**config.mk**
```make
export PLATFORM = sky130hd
export DESIGN_NAME = fpw_host
export DESIGN_NICKNAME = d
export VERILOG_FILES = /design/src/rtl/fpw_pkg.sv /design/src/rtl/fpw_timer.sv /design/src/rtl/fpw_host.sv
export SDC_FILE = /design/constraint.sdc
export NUM_CORES = 1
export LEC_CHECK = 0
export CORE_MARGIN = 3
export CORE_UTILIZATION = 55
export CTS_CLUSTER_DIAMETER = 50
export DETAILED_ROUTE_END_ITERATION = 8
export DONT_BUFFER_PORTS = 1
export PLACE_DENSITY = 0.7
export SETUP_SLACK_MARGIN = 0.5
export SYNTH_ARGS = -nofsm -noshare
export SYNTH_HDL_FRONTEND = slang
export SYNTH_SLANG_ARGS = --single-unit
```
**constraint.sdc**
```tcl
create_clock -name mclk_i -period 2.9 [get_ports mclk_i]
set_clock_uncertainty 0.15 [all_clocks]
set_input_delay 0 -clock mclk_i [delete_from_list [all_inputs] [get_ports mclk_i]]
set_output_delay 0 -clock mclk_i [all_outputs]
set_load 0.02 [all_outputs]
```
**src/rtl/fpw_pkg.sv**
```systemverilog
// Package of constants and types for the parallel word-port memory host controller
// Behaviour
// RULE_01 - Device decodes an 18-bit word address into one of 262,144 words.
// RULE_02 - Reads and writes share one 16-bit bidirectional data bus.
// RULE_03 - Select falling edge starts an access and latches the whole address.
// RULE_04 - With select low, changing only the two low address lines gives page access.
// RULE_05 - Host reaches another row by new select low or upper address change.
// RULE_06 - A cycle starts on select falling edge or by address change alone.
// RULE_07 - Write strobe low begins a write; its rising edge stores bus data.
// RULE_08 - In page writes each write strobe fall takes a new column address.
// RULE_09 - With output enable low, device drives bus only once data is valid.
// RULE_10 - Output enable high puts all data pins in high impedance.
// RULE_11 - Upper and lower lane selects gate their byte for reads and writes.
// RULE_12 - Lane selects let host use the memory as 512K x 8 bytes.
// RULE_13 - Host without byte accesses may hold both lane selects low.
// RULE_14 - Sleep low enters sleep; host keeps sleep high for any access.
// RULE_15 - Writes are nonvolatile at once; no busy period or polling needed.
// RULE_16 - Device refuses array access while supply is below its minimum.
// RULE_17 - Array splits into 8 blocks, each with its own write protection.
// RULE_18 - Protection changes by six reads, three writes, a final read. The model keeps PROT_MASK fixed.
// RULE_19 - While sleep is low the device ignores all other pins.
// RULE_20 - Raising select starts precharge; host keeps it high the minimum time.
// RULE_21 - During a write a lane whose select is high keeps its stored byte.
// RULE_22 - A write into a protected block leaves stored data unchanged.
package fpw_pkg;
  localparam int ADDR_W = 18;
  localparam int DATA_W = 16;
  localparam int COL_W = 2;
  localparam int CLK_PERIOD_NS = 10;
  // Access time before read data is sampled or write strobe may rise
  localparam int T_ACCESS_NS = 55;
  localparam int T_ACCESS_CYC = (T_ACCESS_NS + CLK_PERIOD_NS - 1) / CLK_PERIOD_NS;
  // Page access time within an open row
  localparam int T_PAGE_NS = 25;
  localparam int T_PAGE_CYC = (T_PAGE_NS + CLK_PERIOD_NS - 1) / CLK_PERIOD_NS;
  // Least select-high precharge time
  localparam int T_PRECHARGE_NS = 55;
  localparam int T_PRECHARGE_CYC = (T_PRECHARGE_NS + CLK_PERIOD_NS - 1) / CLK_PERIOD_NS;
  // Wait after sleep release before the first access
  localparam int T_SLEEP_EXIT_NS = 450;
  localparam int T_SLEEP_EXIT_CYC = (T_SLEEP_EXIT_NS + CLK_PERIOD_NS - 1) / CLK_PERIOD_NS;
  localparam int CNT_W = 8;
  typedef enum logic [2:0] {
    FPW_IDLE,
    FPW_SETUP,
    FPW_ACCESS,
    FPW_PRECHARGE,
    FPW_SLEEP,
    FPW_WAKE
  } fpw_state_t;
endpackage : fpw_pkg

```
**src/rtl/fpw_timer.sv**
```systemverilog
// Down-counting cycle timer for the host controller
`timescale 1ns/10ps
`default_nettype none
module fpw_timer
  import fpw_pkg::*;
#(
  parameter int WIDTH = CNT_W
)
(
  input wire logic mclk_i,  // System clock
  input wire logic arst_n_i,  // Async reset, active low
  input wire logic load_i,  // Load pulse
  input wire logic [WIDTH-1:0] count_i,  // Cycles to count
  output logic done_o  // High while count is zero and no load is applied
);
  // Refuse widths narrower than 4 bits
  if (WIDTH < 4)
  begin : g_width_check
    $error("fpw_timer: WIDTH too small");
  end
  logic [WIDTH-1:0] cnt_reg;
  logic [WIDTH-1:0] cnt_next;
  // Next count
  always_comb
  begin
    cnt_next = cnt_reg;
    if (load_i)
    begin
      cnt_next = count_i;
    end
    else if (cnt_reg != '0)
    begin
      cnt_next = cnt_reg - 1'b1;
    end
  end
  // Count register
  always_ff @(posedge mclk_i or negedge arst_n_i)
  begin
    if (!arst_n_i)
    begin
      cnt_reg <= '0;
    end
    else
    begin
      cnt_reg <= cnt_next;
    end
  end
  assign done_o = (cnt_reg == '0) && !load_i;
endmodule // fpw_timer
`default_nettype wire

```
**src/rtl/fpw_host.sv**
```systemverilog
// Host controller driving the parallel word-port memory pins
`timescale 1ns/10ps
`default_nettype none
module fpw_host
  import fpw_pkg::*;
#(
  parameter int A_W = ADDR_W,
  parameter int D_W = DATA_W
)
(
  input wire logic mclk_i,  // System clock
  input wire logic arst_n_i,  // Async reset, active low
  input wire logic req_i,  // Request strobe, taken when ready_o
  input wire logic req_write_i,  // 1 write, 0 read
  input wire logic [A_W-1:0] req_addr_i,  // Word address
  input wire logic [D_W-1:0] req_wdata_i,  // Write data
  input wire logic req_upper_i,  // Access upper byte
  input wire logic req_lower_i,  // Access lower byte
  input wire logic req_hold_i,  // Keep select low for a page follow-up
  input wire logic sleep_req_i,  // Level: request sleep
  output logic ready_o,  // Host may issue a request
  output logic done_o,  // One-cycle pulse at access end
  output logic [D_W-1:0] rdata_o,  // Read data, valid with done_o
  output logic select_n_o,  // Chip select pin
  output logic write_n_o,  // Write strobe pin
  output logic oe_n_o,  // Output enable pin
  output logic upper_lane_n_o,  // Upper byte lane select
  output logic lower_lane_n_o,  // Lower byte lane select
  output logic sleep_n_o,  // Sleep pin
  output logic [A_W-1:0] word_addr_o,  // Address pins
  input wire logic [D_W-1:0] data_io_i,  // Data bus level in
  output logic [D_W-1:0] data_io_o,  // Data bus drive value
  output logic data_io_oe_o  // High while host drives the bus
);
  if (A_W != ADDR_W || D_W != DATA_W)
  begin : g_width_check
    $error("fpw_host: only the documented widths are served");
  end

  ////////////////////////////////////////////////////////////////////////////
  // State
  fpw_state_t state_reg, state_next;
  logic sel_reg, sel_next, wr_reg, wr_next, oe_reg, oe_next;
  logic up_reg, up_next, lo_reg, lo_next, slp_reg, slp_next;
  logic ready_reg, ready_next, done_reg, done_next, doe_reg, doe_next;
  logic open_reg, open_next;  // Row open with select low
  logic pend_reg, pend_next, wdir_reg, wdir_next;  // Request held behind a precharge, and its direction
  logic [A_W-1:0] addr_reg, addr_next;
  logic [D_W-1:0] wd_reg, wd_next, rd_reg, rd_next;
  logic tload;
  logic [CNT_W-1:0] tcount;
  logic tdone;

  fpw_timer #(.WIDTH(CNT_W)) u_timer (
    .mclk_i(mclk_i),
    .arst_n_i(arst_n_i),
    .load_i(tload),
    .count_i(tcount),
    .done_o(tdone)
  );

  // Same-row test: only the column bits may differ for a page access
  function automatic logic same_row(input logic [A_W-1:0] a, input logic [A_W-1:0] b);
    same_row = (a[A_W-1:COL_W] == b[A_W-1:COL_W]);
  endfunction

  ////////////////////////////////////////////////////////////////////////////
  // Next-state logic
  always_comb
  begin
    state_next = state_reg;
    sel_next = sel_reg;
    wr_next = wr_reg;
    oe_next = oe_reg;
    up_next = up_reg;
    lo_next = lo_reg;
    slp_next = slp_reg;
    ready_next = 1'b0;
    done_next = 1'b0;
    doe_next = doe_reg;
    open_next = open_reg;
    pend_next = pend_reg;
    wdir_next = wdir_reg;
    addr_next = addr_reg;
    wd_next = wd_reg;
    rd_next = rd_reg;
    tload = 1'b0;
    tcount = '0;
    case (state_reg)
      FPW_IDLE:
      begin
        ready_next = !sleep_req_i;
        if (sleep_req_i)
        begin
          // Sleep only after select is released and precharged
          sel_next = 1'b0;  // RULE_20
          open_next = 1'b0;
          if (open_reg)
          begin
            tload = 1'b1;
            tcount = CNT_W'(T_PRECHARGE_CYC);
            state_next = FPW_PRECHARGE;
          end
          else
          begin
            slp_next = 1'b0;  // RULE_14 RULE_19
            state_next = FPW_SLEEP;
          end
        end
        else if (req_i && ready_reg)
        begin
          ready_next = 1'b0;
          addr_next = req_addr_i;  // RULE_01 RULE_18
          wd_next = req_wdata_i;
          wdir_next = req_write_i;
          up_next = req_upper_i;  // RULE_11 RULE_12 RULE_13
          lo_next = req_lower_i;  // RULE_11 RULE_12 RULE_13
          if (open_reg && !same_row(req_addr_i, addr_reg))
          begin
            // New row: release select and precharge first
            sel_next = 1'b0;  // RULE_05
            open_next = 1'b0;
            pend_next = 1'b1;
            tload = 1'b1;
            tcount = CNT_W'(T_PRECHARGE_CYC);
            state_next = FPW_PRECHARGE;
          end
          else
          begin
            // Page access if row open, else fresh select fall
            state_next = FPW_SETUP;  // RULE_04 RULE_06
          end
        end
        else if (open_reg && !req_hold_i)
        begin
          sel_next = 1'b0;  // RULE_20
          open_next = 1'b0;
          ready_next = 1'b0;
          tload = 1'b1;
          tcount = CNT_W'(T_PRECHARGE_CYC);
          state_next = FPW_PRECHARGE;
        end
      end
      FPW_SETUP:
      begin
        // Address is stable one cycle before select falls or strobe falls
        sel_next = 1'b1;  // RULE_03
        open_next = 1'b1;
        wr_next = wdir_reg;
        oe_next = !wdir_reg;  // RULE_09 RULE_10
        doe_next = wdir_reg;  // RULE_02
        tload = 1'b1;
        tcount = open_reg ? CNT_W'(T_PAGE_CYC) : CNT_W'(T_ACCESS_CYC);
        state_next = FPW_ACCESS;
      end
      FPW_ACCESS:
      begin
        if (tdone)
        begin
          // Strobe rise commits the write; no busy wait follows
          wr_next = 1'b0;  // RULE_07 RULE_08 RULE_15
          oe_next = 1'b0;
          doe_next = 1'b0;
          rd_next = data_io_i;
          done_next = 1'b1;
          ready_next = 1'b1;
          state_next = FPW_IDLE;
        end
      end
      FPW_SLEEP:
      begin
        if (!sleep_req_i)
        begin
          slp_next = 1'b1;
          tload = 1'b1;
          tcount = CNT_W'(T_SLEEP_EXIT_CYC);
          state_next = FPW_WAKE;
        end
      end
      default:
      begin
        // Precharge or sleep exit; a request held behind the precharge goes on at once
        if (tdone)
        begin
          state_next = pend_reg ? FPW_SETUP : FPW_IDLE;
          pend_next = 1'b0;
        end
      end
    endcase
  end

  ////////////////////////////////////////////////////////////////////////////
  // Registers
  always_ff @(posedge mclk_i or negedge arst_n_i)
  begin
    if (!arst_n_i)
    begin
      state_reg <= FPW_IDLE;
      sel_reg <= 1'b0;
      wr_reg <= 1'b0;
      oe_reg <= 1'b0;
      up_reg <= 1'b0;
      lo_reg <= 1'b0;
      slp_reg <= 1'b1;
      ready_reg <= 1'b0;
      done_reg <= 1'b0;
      doe_reg <= 1'b0;
      open_reg <= 1'b0;
      addr_reg <= '0;
      wd_reg <= '0;
      rd_reg <= '0;
      wdir_reg <= 1'b0;
      pend_reg <= 1'b0;
    end
    else
    begin
      state_reg <= state_next;
      sel_reg <= sel_next;
      wr_reg <= wr_next;
      oe_reg <= oe_next;
      up_reg <= up_next;
      lo_reg <= lo_next;
      slp_reg <= slp_next;
      ready_reg <= ready_next;
      done_reg <= done_next;
      doe_reg <= doe_next;
      open_reg <= open_next;
      addr_reg <= addr_next;
      wd_reg <= wd_next;
      rd_reg <= rd_next;
      pend_reg <= pend_next;
      wdir_reg <= wdir_next;
    end
  end

  // Pin outputs straight from flip-flops
  assign select_n_o = !sel_reg;
  assign write_n_o = !wr_reg;
  assign oe_n_o = !oe_reg;
  assign upper_lane_n_o = !up_reg;
  assign lower_lane_n_o = !lo_reg;
  assign sleep_n_o = slp_reg;
  assign word_addr_o = addr_reg;
  assign data_io_o = wd_reg;
  assign data_io_oe_o = doe_reg;
  assign ready_o = ready_reg;
  assign done_o = done_reg;
  assign rdata_o = rd_reg;
endmodule // fpw_host
`default_nettype wire

```
==> reports/qor.csv, run 1 <==
metric,value,unit
run status,"finished, violations left",
failing checks,hold timing,
post-cts gate resize count,0,
cell types with the highest counts after synthesis,"sky130_fd_sc_hd__nand2_1 (116), sky130_fd_sc_hd__dfrtp_1 (70), sky130_fd_sc_hd__xnor2_1 (20), sky130_fd_sc_hd__nor2_1 (11), sky130_fd_sc_hd__mux2_2 (10)",
cell accounting for the most synthesized area,sky130_fd_sc_hd__dfrtp_1,
tightest hold margin,-0.000262,ns
portion of the post-synthesis area used by sequential elements,55.8,%
number of buffers created by CTS,9,
number of buffers between clock root and the deepest sink,2,
Final Cycle Share,77.0,%
Critical Path Slowest Stage Cell,sky130_fd_sc_hd__or3b_4,
main area contributors after synthesis,"sky130_fd_sc_hd__dfrtp_1 (55%), sky130_fd_sc_hd__nand2_1 (14%), sky130_fd_sc_hd__xnor2_1 (5.5%), sky130_fd_sc_hd__mux2_2 (3.5%), sky130_fd_sc_hd__mux2_4 (3.3%)",
pre-CTS WS,0.646,ns
RR Startpoint,u_timer.cnt_reg[0],
final-layout setup total negative slack,0,ns
terminating pin of the worst hold path,u_timer.cnt_reg[0],
final hold violation count,1,
overall overflow remaining after global route,0,
clock slew at reported path FFs,0.08,ns
class of the tightest hold or removal check,input pin to flop,
worst max-slew margin expressed relative to the limit,62.4,%
Rows,27,
Root Driver,sky130_fd_sc_hd__clkbuf_8,
number of cells produced by synthesis,320,
Sequential Area,1780,µm²
setup repair after global routing missed its margin,no,
number of buffers and inverters on the critical path,2,
total chip power,3.64,mW
pin count of the biggest net entering global routing,72,
Fmax achieved,448,MHz
"count leader, synth",sky130_fd_sc_hd__nand2_1,
number of flip-flops and latches in the synthesized netlist,71,
Post-DRT Antenna Nets,0,
library cells used by synthesis,44,
number of flops mapped to enable cells by yosys,0,
count of synthesis-stage warnings from yosys,0,
Post-Syn Area per Cell,9.95,µm²
clock tree sinks,71,
area share of the largest cell type after synthesis,55.0,%
Critical Path Fanout Max,10,
initial standard-cell utilization of the core,57.5,%
placeable core region,5540,µm²
Placer Congestion,0.789,
FF-to-FF setup slack,0.67,ns
clock tree from TritonCTS,yes,
hold path startpoint,req_hold_i,
cell family with the largest share of critical-path delay,simple AND/OR/NAND/NOR gates,
path depth of the worst reg2reg path,7,
DR vias/cell,5.41,
per-cell routed wire length,16.0,µm
Area Overhead vs Synth,28.0,%
filler cell count,410,
number of antenna repair diodes,0,
critical path endpoint category,flop,
vias in the first global route,2373,
final non-filler cell total,456,
number of antenna violations at the first check in global routing,0,
layout cell share with drive strength beyond 1,11.5,%
type of the setup path with the least slack,flop to flop,
max FFs per register,18,
number of detailed-routing iterations run before antenna repair,4,
Max VDD drop,0.000536,V
Overall Global Routing Usage,22.5,%
die outline height,82.1,µm
clock insertion delay at the later pin of the skew report,0.34,ns
Die Span X,82.1,µm
net count after synthesis,379,
terminus of the critical flop-to-flop path,u_timer.cnt_reg[0],
ordered cell list for the critical path,inv_1 -> ha_1 -> or3b_4 -> nor3_4 -> buf_4 -> xnor2_1 -> a221oi_1,
number of cells on the critical path,7,
final routed DRC violation total,0,
final critical path time including I/O delays and setup,2.23,ns
biggest cell delay along the critical path,0.43,ns
Top Ports,117,
global-route wire length before repair,11600,µm
Worst Max-Slew Pin Slew,0.558,ns
violation count after the first detailed-routing iteration,133,
total power per unit cell area,894,nW/µm²
Max-Cap Viols,0,
Synth Cell Area,3180,µm²
required time worst endpoint,2.97,ns
number of input and output port buffers inserted,0,
share of synthesized registers carrying an async set or reset,100,%
final setup vio count,0,
Most used DFF post-synth,sky130_fd_sc_hd__dfrtp_1,
H-tree levels,3,
count of nets after finishing,438,
worst setup margin,0.666,ns
worst path arrival time,2.31,ns
total wirelength of the detailed-routed design,7310,µm
startpoint types,flop,
Placed Instances,381,
number of vias after detailed routing,2468,
standby leakage power,1.92,nW
number of cells traversed by the worst hold path,4,
half-perimeter wire length after detailed placement,4400,µm
floorplan die area,6740,µm²
area of combinational cells with multiple inputs,1310,µm²
Pins Over Slew Limit,0,
## cell usage in the layout, fill, tap and decap left out, types with 2 or more instances in the layout
cell,count
sky130_fd_sc_hd__clkinvlp_4,2
sky130_fd_sc_hd__nand3b_1,2
sky130_fd_sc_hd__nand4_1,4
sky130_fd_sc_hd__mux2_2,10
sky130_fd_sc_hd__inv_1,8
sky130_fd_sc_hd__bufinv_16,2
sky130_fd_sc_hd__o21a_1,2
sky130_fd_sc_hd__a2bb2oi_1,2
sky130_fd_sc_hd__o21ai_0,9
sky130_fd_sc_hd__a31oi_1,2
sky130_fd_sc_hd__nor2_1,11
sky130_fd_sc_hd__dlygate4sd3_1,57
sky130_fd_sc_hd__mux2_4,7
sky130_fd_sc_hd__or3_1,2
sky130_fd_sc_hd__a21oi_1,9
sky130_fd_sc_hd__clkbuf_8,10
sky130_fd_sc_hd__xnor2_1,20
sky130_fd_sc_hd__a211o_1,2
sky130_fd_sc_hd__nand3_1,2
sky130_fd_sc_hd__nor2b_1,2
sky130_fd_sc_hd__nor3_1,6
sky130_fd_sc_hd__nand2_1,116
sky130_fd_sc_hd__dfrtp_1,70
sky130_fd_sc_hd__buf_4,3
## cells by family (layout without fill, tap and decap cells)
family,count (synthesis),count (layout),synth area share [%]
adder cells (fa/ha/maj),2,2,0.707
flip-flops,71,71,55.8
AO/OA/AOI/OAI,33,33,6.56
AND/OR/NAND/NOR,155,155,21.4
XOR/XNOR,20,20,5.50
buffers and inverters,22,86,3.14
multiplexers,17,17,6.84
## metrics by stage
step	utilization (%)	instance area, µm²
finish	73.6	4080
global route	73.6	4080
CTS	73.2	4060
detailed placement	58.2	3230
global placement	58.2	3230
floorplan	-	3180
## tightest hold or removal path: cells and delay by family
| kind | cells | cell delay (ns) |
|---|---|---|
| compound gates | 4 | 0.44 |
## area by class of cell
class | instances | area share [%]
clock buffers | 10 | 3.38
clock inverters | 6 | 2.27
inverters | 8 | 0.737
multi-input cells | 227 | 32.1
flip-flops and latches | 71 | 43.6
well taps | 72 | 2.21
repair buffers | 62 | 15.7
## routing by layer
metal	GRT usage [%]	part of all wire, %
met5	0	0
met4	7.64	1.0
met3	6.40	7.5
met2	36.1	50
met1	29.4	41
## worst max path at each step
stage | end | start | slack [ns]
after floorplan | rdata_o[10] | u_timer.cnt_reg[0] | 0.77
after global placement | rdata_o[9] | u_timer.cnt_reg[0] | 0.69
after detailed placement | rdata_o[10] | u_timer.cnt_reg[0] | 0.65
after CTS | rdata_o[11] | u_timer.cnt_reg[0] | 0.62
after global routing | u_timer.cnt_reg[0] | u_timer.cnt_reg[0] | 0.54
final | u_timer.cnt_reg[0] | u_timer.cnt_reg[0] | 0.67
## power by group
part / internal (mW) / total [mW] / switching (mW)
clock network: 0.512 / 0.897 / 0.385
logic: 0.463 / 0.870 / 0.407
registers: 1.30 / 1.88 / 0.572
## what timing repair did
item                                    CTS  global route
hold buffers                             58             0
hold endpoints to repair                134             0
setup buffers                             0             1
endpoints found under the setup margin    0             1
(Power assumes the default switching activity.)
==> run 2, diff against run 1 <==
Settings changed: PLACE_DENSITY 0.7 to 0.73.
Clock period 2.9 ns to 1.9 ns, I/O delays scaled along.
==> reports/qor.csv, run 2 <==
metric,value,unit,change
run status,stopped before the end,,"was finished, violations left"
stage at which the flow ended,global routing (5_1_grt),,
Tool Error,[ERROR GRT-0232] Routing congestion too high. Check the congestion heatmap in the GUI.,,
number of buffers between clock root and the deepest sink,2,,unchanged
"count leader, synth",sky130_fd_sc_hd__nand2_1,,unchanged
number of flip-flops and latches in the synthesized netlist,71,,unchanged
H-tree levels,3,,unchanged
Die Span X,82.1,µm,unchanged
initial standard-cell utilization of the core,57.5,%,unchanged
Rows,27,,unchanged
number of flops mapped to enable cells by yosys,0,,unchanged
number of antenna violations at the first check in global routing,2,,
Post-Syn Area per Cell,9.95,µm²,unchanged
number of cells produced by synthesis,320,,unchanged
number of input and output port buffers inserted,0,,unchanged
clock tree sinks,71,,unchanged
number of buffers created by CTS,9,,unchanged
cell accounting for the most synthesized area,sky130_fd_sc_hd__dfrtp_1,,unchanged
Most used DFF post-synth,sky130_fd_sc_hd__dfrtp_1,,unchanged
count of synthesis-stage warnings from yosys,0,,unchanged
area share of the largest cell type after synthesis,55.0,%,unchanged
endpoint pin with the least setup slack after global-route repair,state_reg[1]$_DFFE_PN0P_/D,,
worst-path endpoint category,sequential cell input,,
portion of the post-synthesis area used by sequential elements,55.8,%,unchanged
cell types with the highest counts after synthesis,"sky130_fd_sc_hd__nand2_1 (116), sky130_fd_sc_hd__dfrtp_1 (70), sky130_fd_sc_hd__xnor2_1 (20), sky130_fd_sc_hd__nor2_1 (11), sky130_fd_sc_hd__mux2_2 (10)",,unchanged
Root Driver,sky130_fd_sc_hd__clkbuf_8,,unchanged
main area contributors after synthesis,"sky130_fd_sc_hd__dfrtp_1 (55%), sky130_fd_sc_hd__nand2_1 (14%), sky130_fd_sc_hd__xnor2_1 (5.5%), sky130_fd_sc_hd__mux2_2 (3.5%), sky130_fd_sc_hd__mux2_4 (3.3%)",,unchanged
library cells used by synthesis,44,,unchanged
overall overflow remaining after global route,134,,
Top Ports,117,,unchanged
standard cell area after detailed placement,3550,µm²,was 3230 µm²
die outline height,82.1,µm,unchanged
net count after synthesis,379,,unchanged
Overall Global Routing Usage,73.4,%,
pin count of the biggest net entering global routing,72,,
share of synthesized registers carrying an async set or reset,100,%,unchanged
Synth Cell Area,3180,µm²,unchanged
half-perimeter wire length after detailed placement,4990,µm,was 4400 µm
Placer Congestion,0.804,,was 0.789
## run 2: cell families after synthesis
kind of cell / after synthesis / synth area share [%]
AOI/OAI and AO/OA: 33 / 6.56
and+or+nand+nor: 155 / 21.4
DFF: 71 / 55.8
buffers and inverters: 22 / 3.14
adders and majority gates: 2 / 0.707
muxes: 17 / 6.84
xor gates and xnor gates: 20 / 5.50
## run 2: repair_timing
item / 4_1_cts
pin swaps: 73
resized for setup: 90
setup buffers: 16
cloned: 7
endpoints found under the setup margin: 71
endpoints found under the hold margin: 136
hold buffers: 56
## run 2: routing by layer
layer / global-route usage, % / overflow
met1: 70.3 / 0
met2: 93.6 / 72
met3: 49.7 / 0
met4: 88.5 / 62
met5: 6.67 / 0
## run 2: metrics by stage
stage	std cells	TNS [ns]	hold WS (ns)	setup WS, ns
after CTS	509	-2.81	-0.818	-0.162
after detailed placement	414	-2.71	-0.444	-0.155
after global placement	414	-1.40	-0.443	-0.0904
after floorplan	320	-1.23	-0.446	-0.148
==> run 3, diff against run 2 <==
Settings changed: CORE_UTILIZATION 55 to 40, CTS_CLUSTER_DIAMETER 50 to not set, PLACE_DENSITY 0.73 to not set, PLACE_DENSITY_LB_ADDON set to 0.15, SETUP_SLACK_MARGIN 0.5 to not set.
Clock period 1.9 ns to 2.5 ns, I/O delays scaled along.
==> reports/qor.csv, run 3 (synthesis results as in run 1) <==
metric,value,unit,change
total wirelength of the detailed-routed design,7460,µm,
sum of met2 wire segment lengths after detailed routing,3620,µm,
Max-Cap Viols,0,,
Sequential Area,1780,µm²,
Post-DRT Antenna Nets,0,,
half-perimeter wire length after detailed placement,4740,µm,was 4990 µm
most frequent cells in the layout,"sky130_fd_sc_hd__nand2_1 (116), sky130_fd_sc_hd__dfrtp_1 (70), sky130_fd_sc_hd__dlygate4sd3_1 (63)",,
Post-Route M1 WL,3150,µm,
area of combinational cells with multiple inputs,1310,µm²,
number of detailed-routing iterations run before antenna repair,4,,
max FFs per register,18,,
Fmax achieved,426,MHz,
Overall Global Routing Usage,17.5,%,
Critical Path Slowest Stage Cell,sky130_fd_sc_hd__or3b_4,,
final-layout setup total negative slack,0,ns,
vias in the first global route,2544,,
Die Span X,95.2,µm,was 82.1 µm
Placer Congestion,0.828,,was 0.804
Pins Over Slew Limit,0,,
global-route wire length before repair,12300,µm,
number of antenna repair diodes,0,,
violation count after the first detailed-routing iteration,93,,
final critical path time including I/O delays and setup,2.35,ns,
pin count of the biggest net entering global routing,72,,
Area Overhead vs Synth,31.9,%,
Root Driver,sky130_fd_sc_hd__clkbuf_8,,unchanged
number of cells on the critical path,6,,
clock tree sinks,71,,unchanged
final routed DRC violation total,0,,
biggest cell delay along the critical path,0.43,ns,
Rows,31,,was 27
floorplan die area,9070,µm²,
Worst Max-Slew Pin Slew,0.446,ns,
layout cell share with drive strength beyond 1,11.8,%,
class of the tightest hold or removal check,input pin to flop,,
H-tree levels,3,,unchanged
number of buffers inserted to repair setup after CTS,0,,was 16
standby leakage power,1.95,nW,
final hold violation count,0,,
number of input and output port buffers inserted,0,,unchanged
clock tree from TritonCTS,yes,,
ordered cell list for the critical path,inv_1 -> ha_1 -> or3b_4 -> nor3_4 -> nand3_4 -> mux2_4,,
uppermost metal layer occupied by signal nets,met4,,
die outline height,95.2,µm,was 82.1 µm
placeable core region,7490,µm²,
total power per unit cell area,1030,nW/µm²,
startpoint types,flop,,
type of the setup path with the least slack,flop to flop,,
number of buffers between clock root and the deepest sink,2,,unchanged
path depth of the worst reg2reg path,6,,
number of vias after detailed routing,2449,,
Final Cycle Share,93.8,%,
run status,"finished, final reports clean",,was stopped before the end
final setup vio count,0,,
critical path endpoint category,flop,,
clock insertion delay at the later pin of the skew report,0.34,ns,
routed length on met3,568,µm,
number of cells traversed by the worst hold path,4,,
Top Ports,117,,unchanged
Max VDD drop,0.000516,V,
filler cell count,636,,
setup repair after global routing missed its margin,no,,
number of buffers and inverters on the critical path,1,,
worst setup margin,0.154,ns,
number of buffers created by CTS,9,,unchanged
worst path arrival time,2.42,ns,
Critical Path Fanout Max,19,,
clock slew at reported path FFs,0.07,ns,
required time worst endpoint,2.57,ns,
pre-CTS WS,0.133,ns,was -0.155 ns
DR vias/cell,5.00,,
per-cell routed wire length,15.2,µm,
initial standard-cell utilization of the core,42.5,%,was 57.5%
worst max-slew margin expressed relative to the limit,70.0,%,
count of nets after finishing,446,,
cell family with the largest share of critical-path delay,simple AND/OR/NAND/NOR gates,,
most frequent standard cell in the layout excluding fill and tap cells,sky130_fd_sc_hd__nand2_1,,
overall overflow remaining after global route,0,,
number of antenna violations at the first check in global routing,0,,
==> run 3: final timing paths <==
check / startpoint / end / slack [ns]
worst min-delay path: req_i / state_reg[2] / 0.02
worst max register to register: u_timer.cnt_reg[0] / rdata_o[13] / 0.15
max in group asynchronous: arst_n_i / sleep_n_o / 1.80
worst min register to register: oe_reg / oe_reg / 0.36
worst max-delay path: u_timer.cnt_reg[0] / rdata_o[13] / 0.15
min in group asynchronous: arst_n_i / ready_o / 0.05
==> run 3: worst register-to-register path, delay by kind of cell, from the launching register on <==
kind / cells / cell delay (ns)
adder cells (fa/ha/maj): 1 / 0.19
AND/OR/NAND/NOR: 3 / 1.01
multiplexers: 1 / 0.40
buffers and inverters: 1 / 0.10
flip-flops: 1 / 0.39
==> run 3: what timing repair did <==
| action | CTS | global route |
|---|---|---|
| resized for setup | 0 | 1 |
| hold buffers | 63 | 1 |
| hold endpoints to repair | 138 | 1 |
| endpoints found under the setup margin | 0 | 6 |
==> run 3: per-stage QoR <==
| stage | area (µm²) | hold slack (ns) | power (mW) | utilization (%) | instances |
|---|---|---|---|---|---|
| after CTS | 4190 | 0.00459 | 4.35 | 55.9 | 489 |
| final | 4200 | 0.0235 | 4.31 | 56.1 | 490 |
| after detailed placement | 3300 | -0.442 | 3.12 | 44.0 | 411 |
| after global placement | 3300 | -0.442 | 3.09 | 44.0 | 411 |
| after global routing | 4200 | 0.0411 | 4.59 | 56.1 | 490 |
| after floorplan | 3180 | -0.446 | 2.90 | - | 320 |
==> run 3: cell type report <==
cell class | count | area share, %
clock buffers | 10 | 3.28
clock inverters | 5 | 2.53
inverters | 8 | 0.715
multi-input cells | 227 | 31.1
flip-flops and latches | 71 | 42.3
well taps | 99 | 2.95
repair buffers | 70 | 17.0
==> run 3: metal layers <==
metal | up-vias | GRT usage, %
met4 | 0 | 6.37
met5 | - | 0
li1 | 1184 | -
met3 | 11 | 5.92
met1 | 1160 | 22.0
met2 | 94 | 28.1
==> run 3: report_power, final <==
group,switching [mW],internal (mW)
Sequential,0.650,1.51
Clock,0.425,0.686
Combinational,0.482,0.551
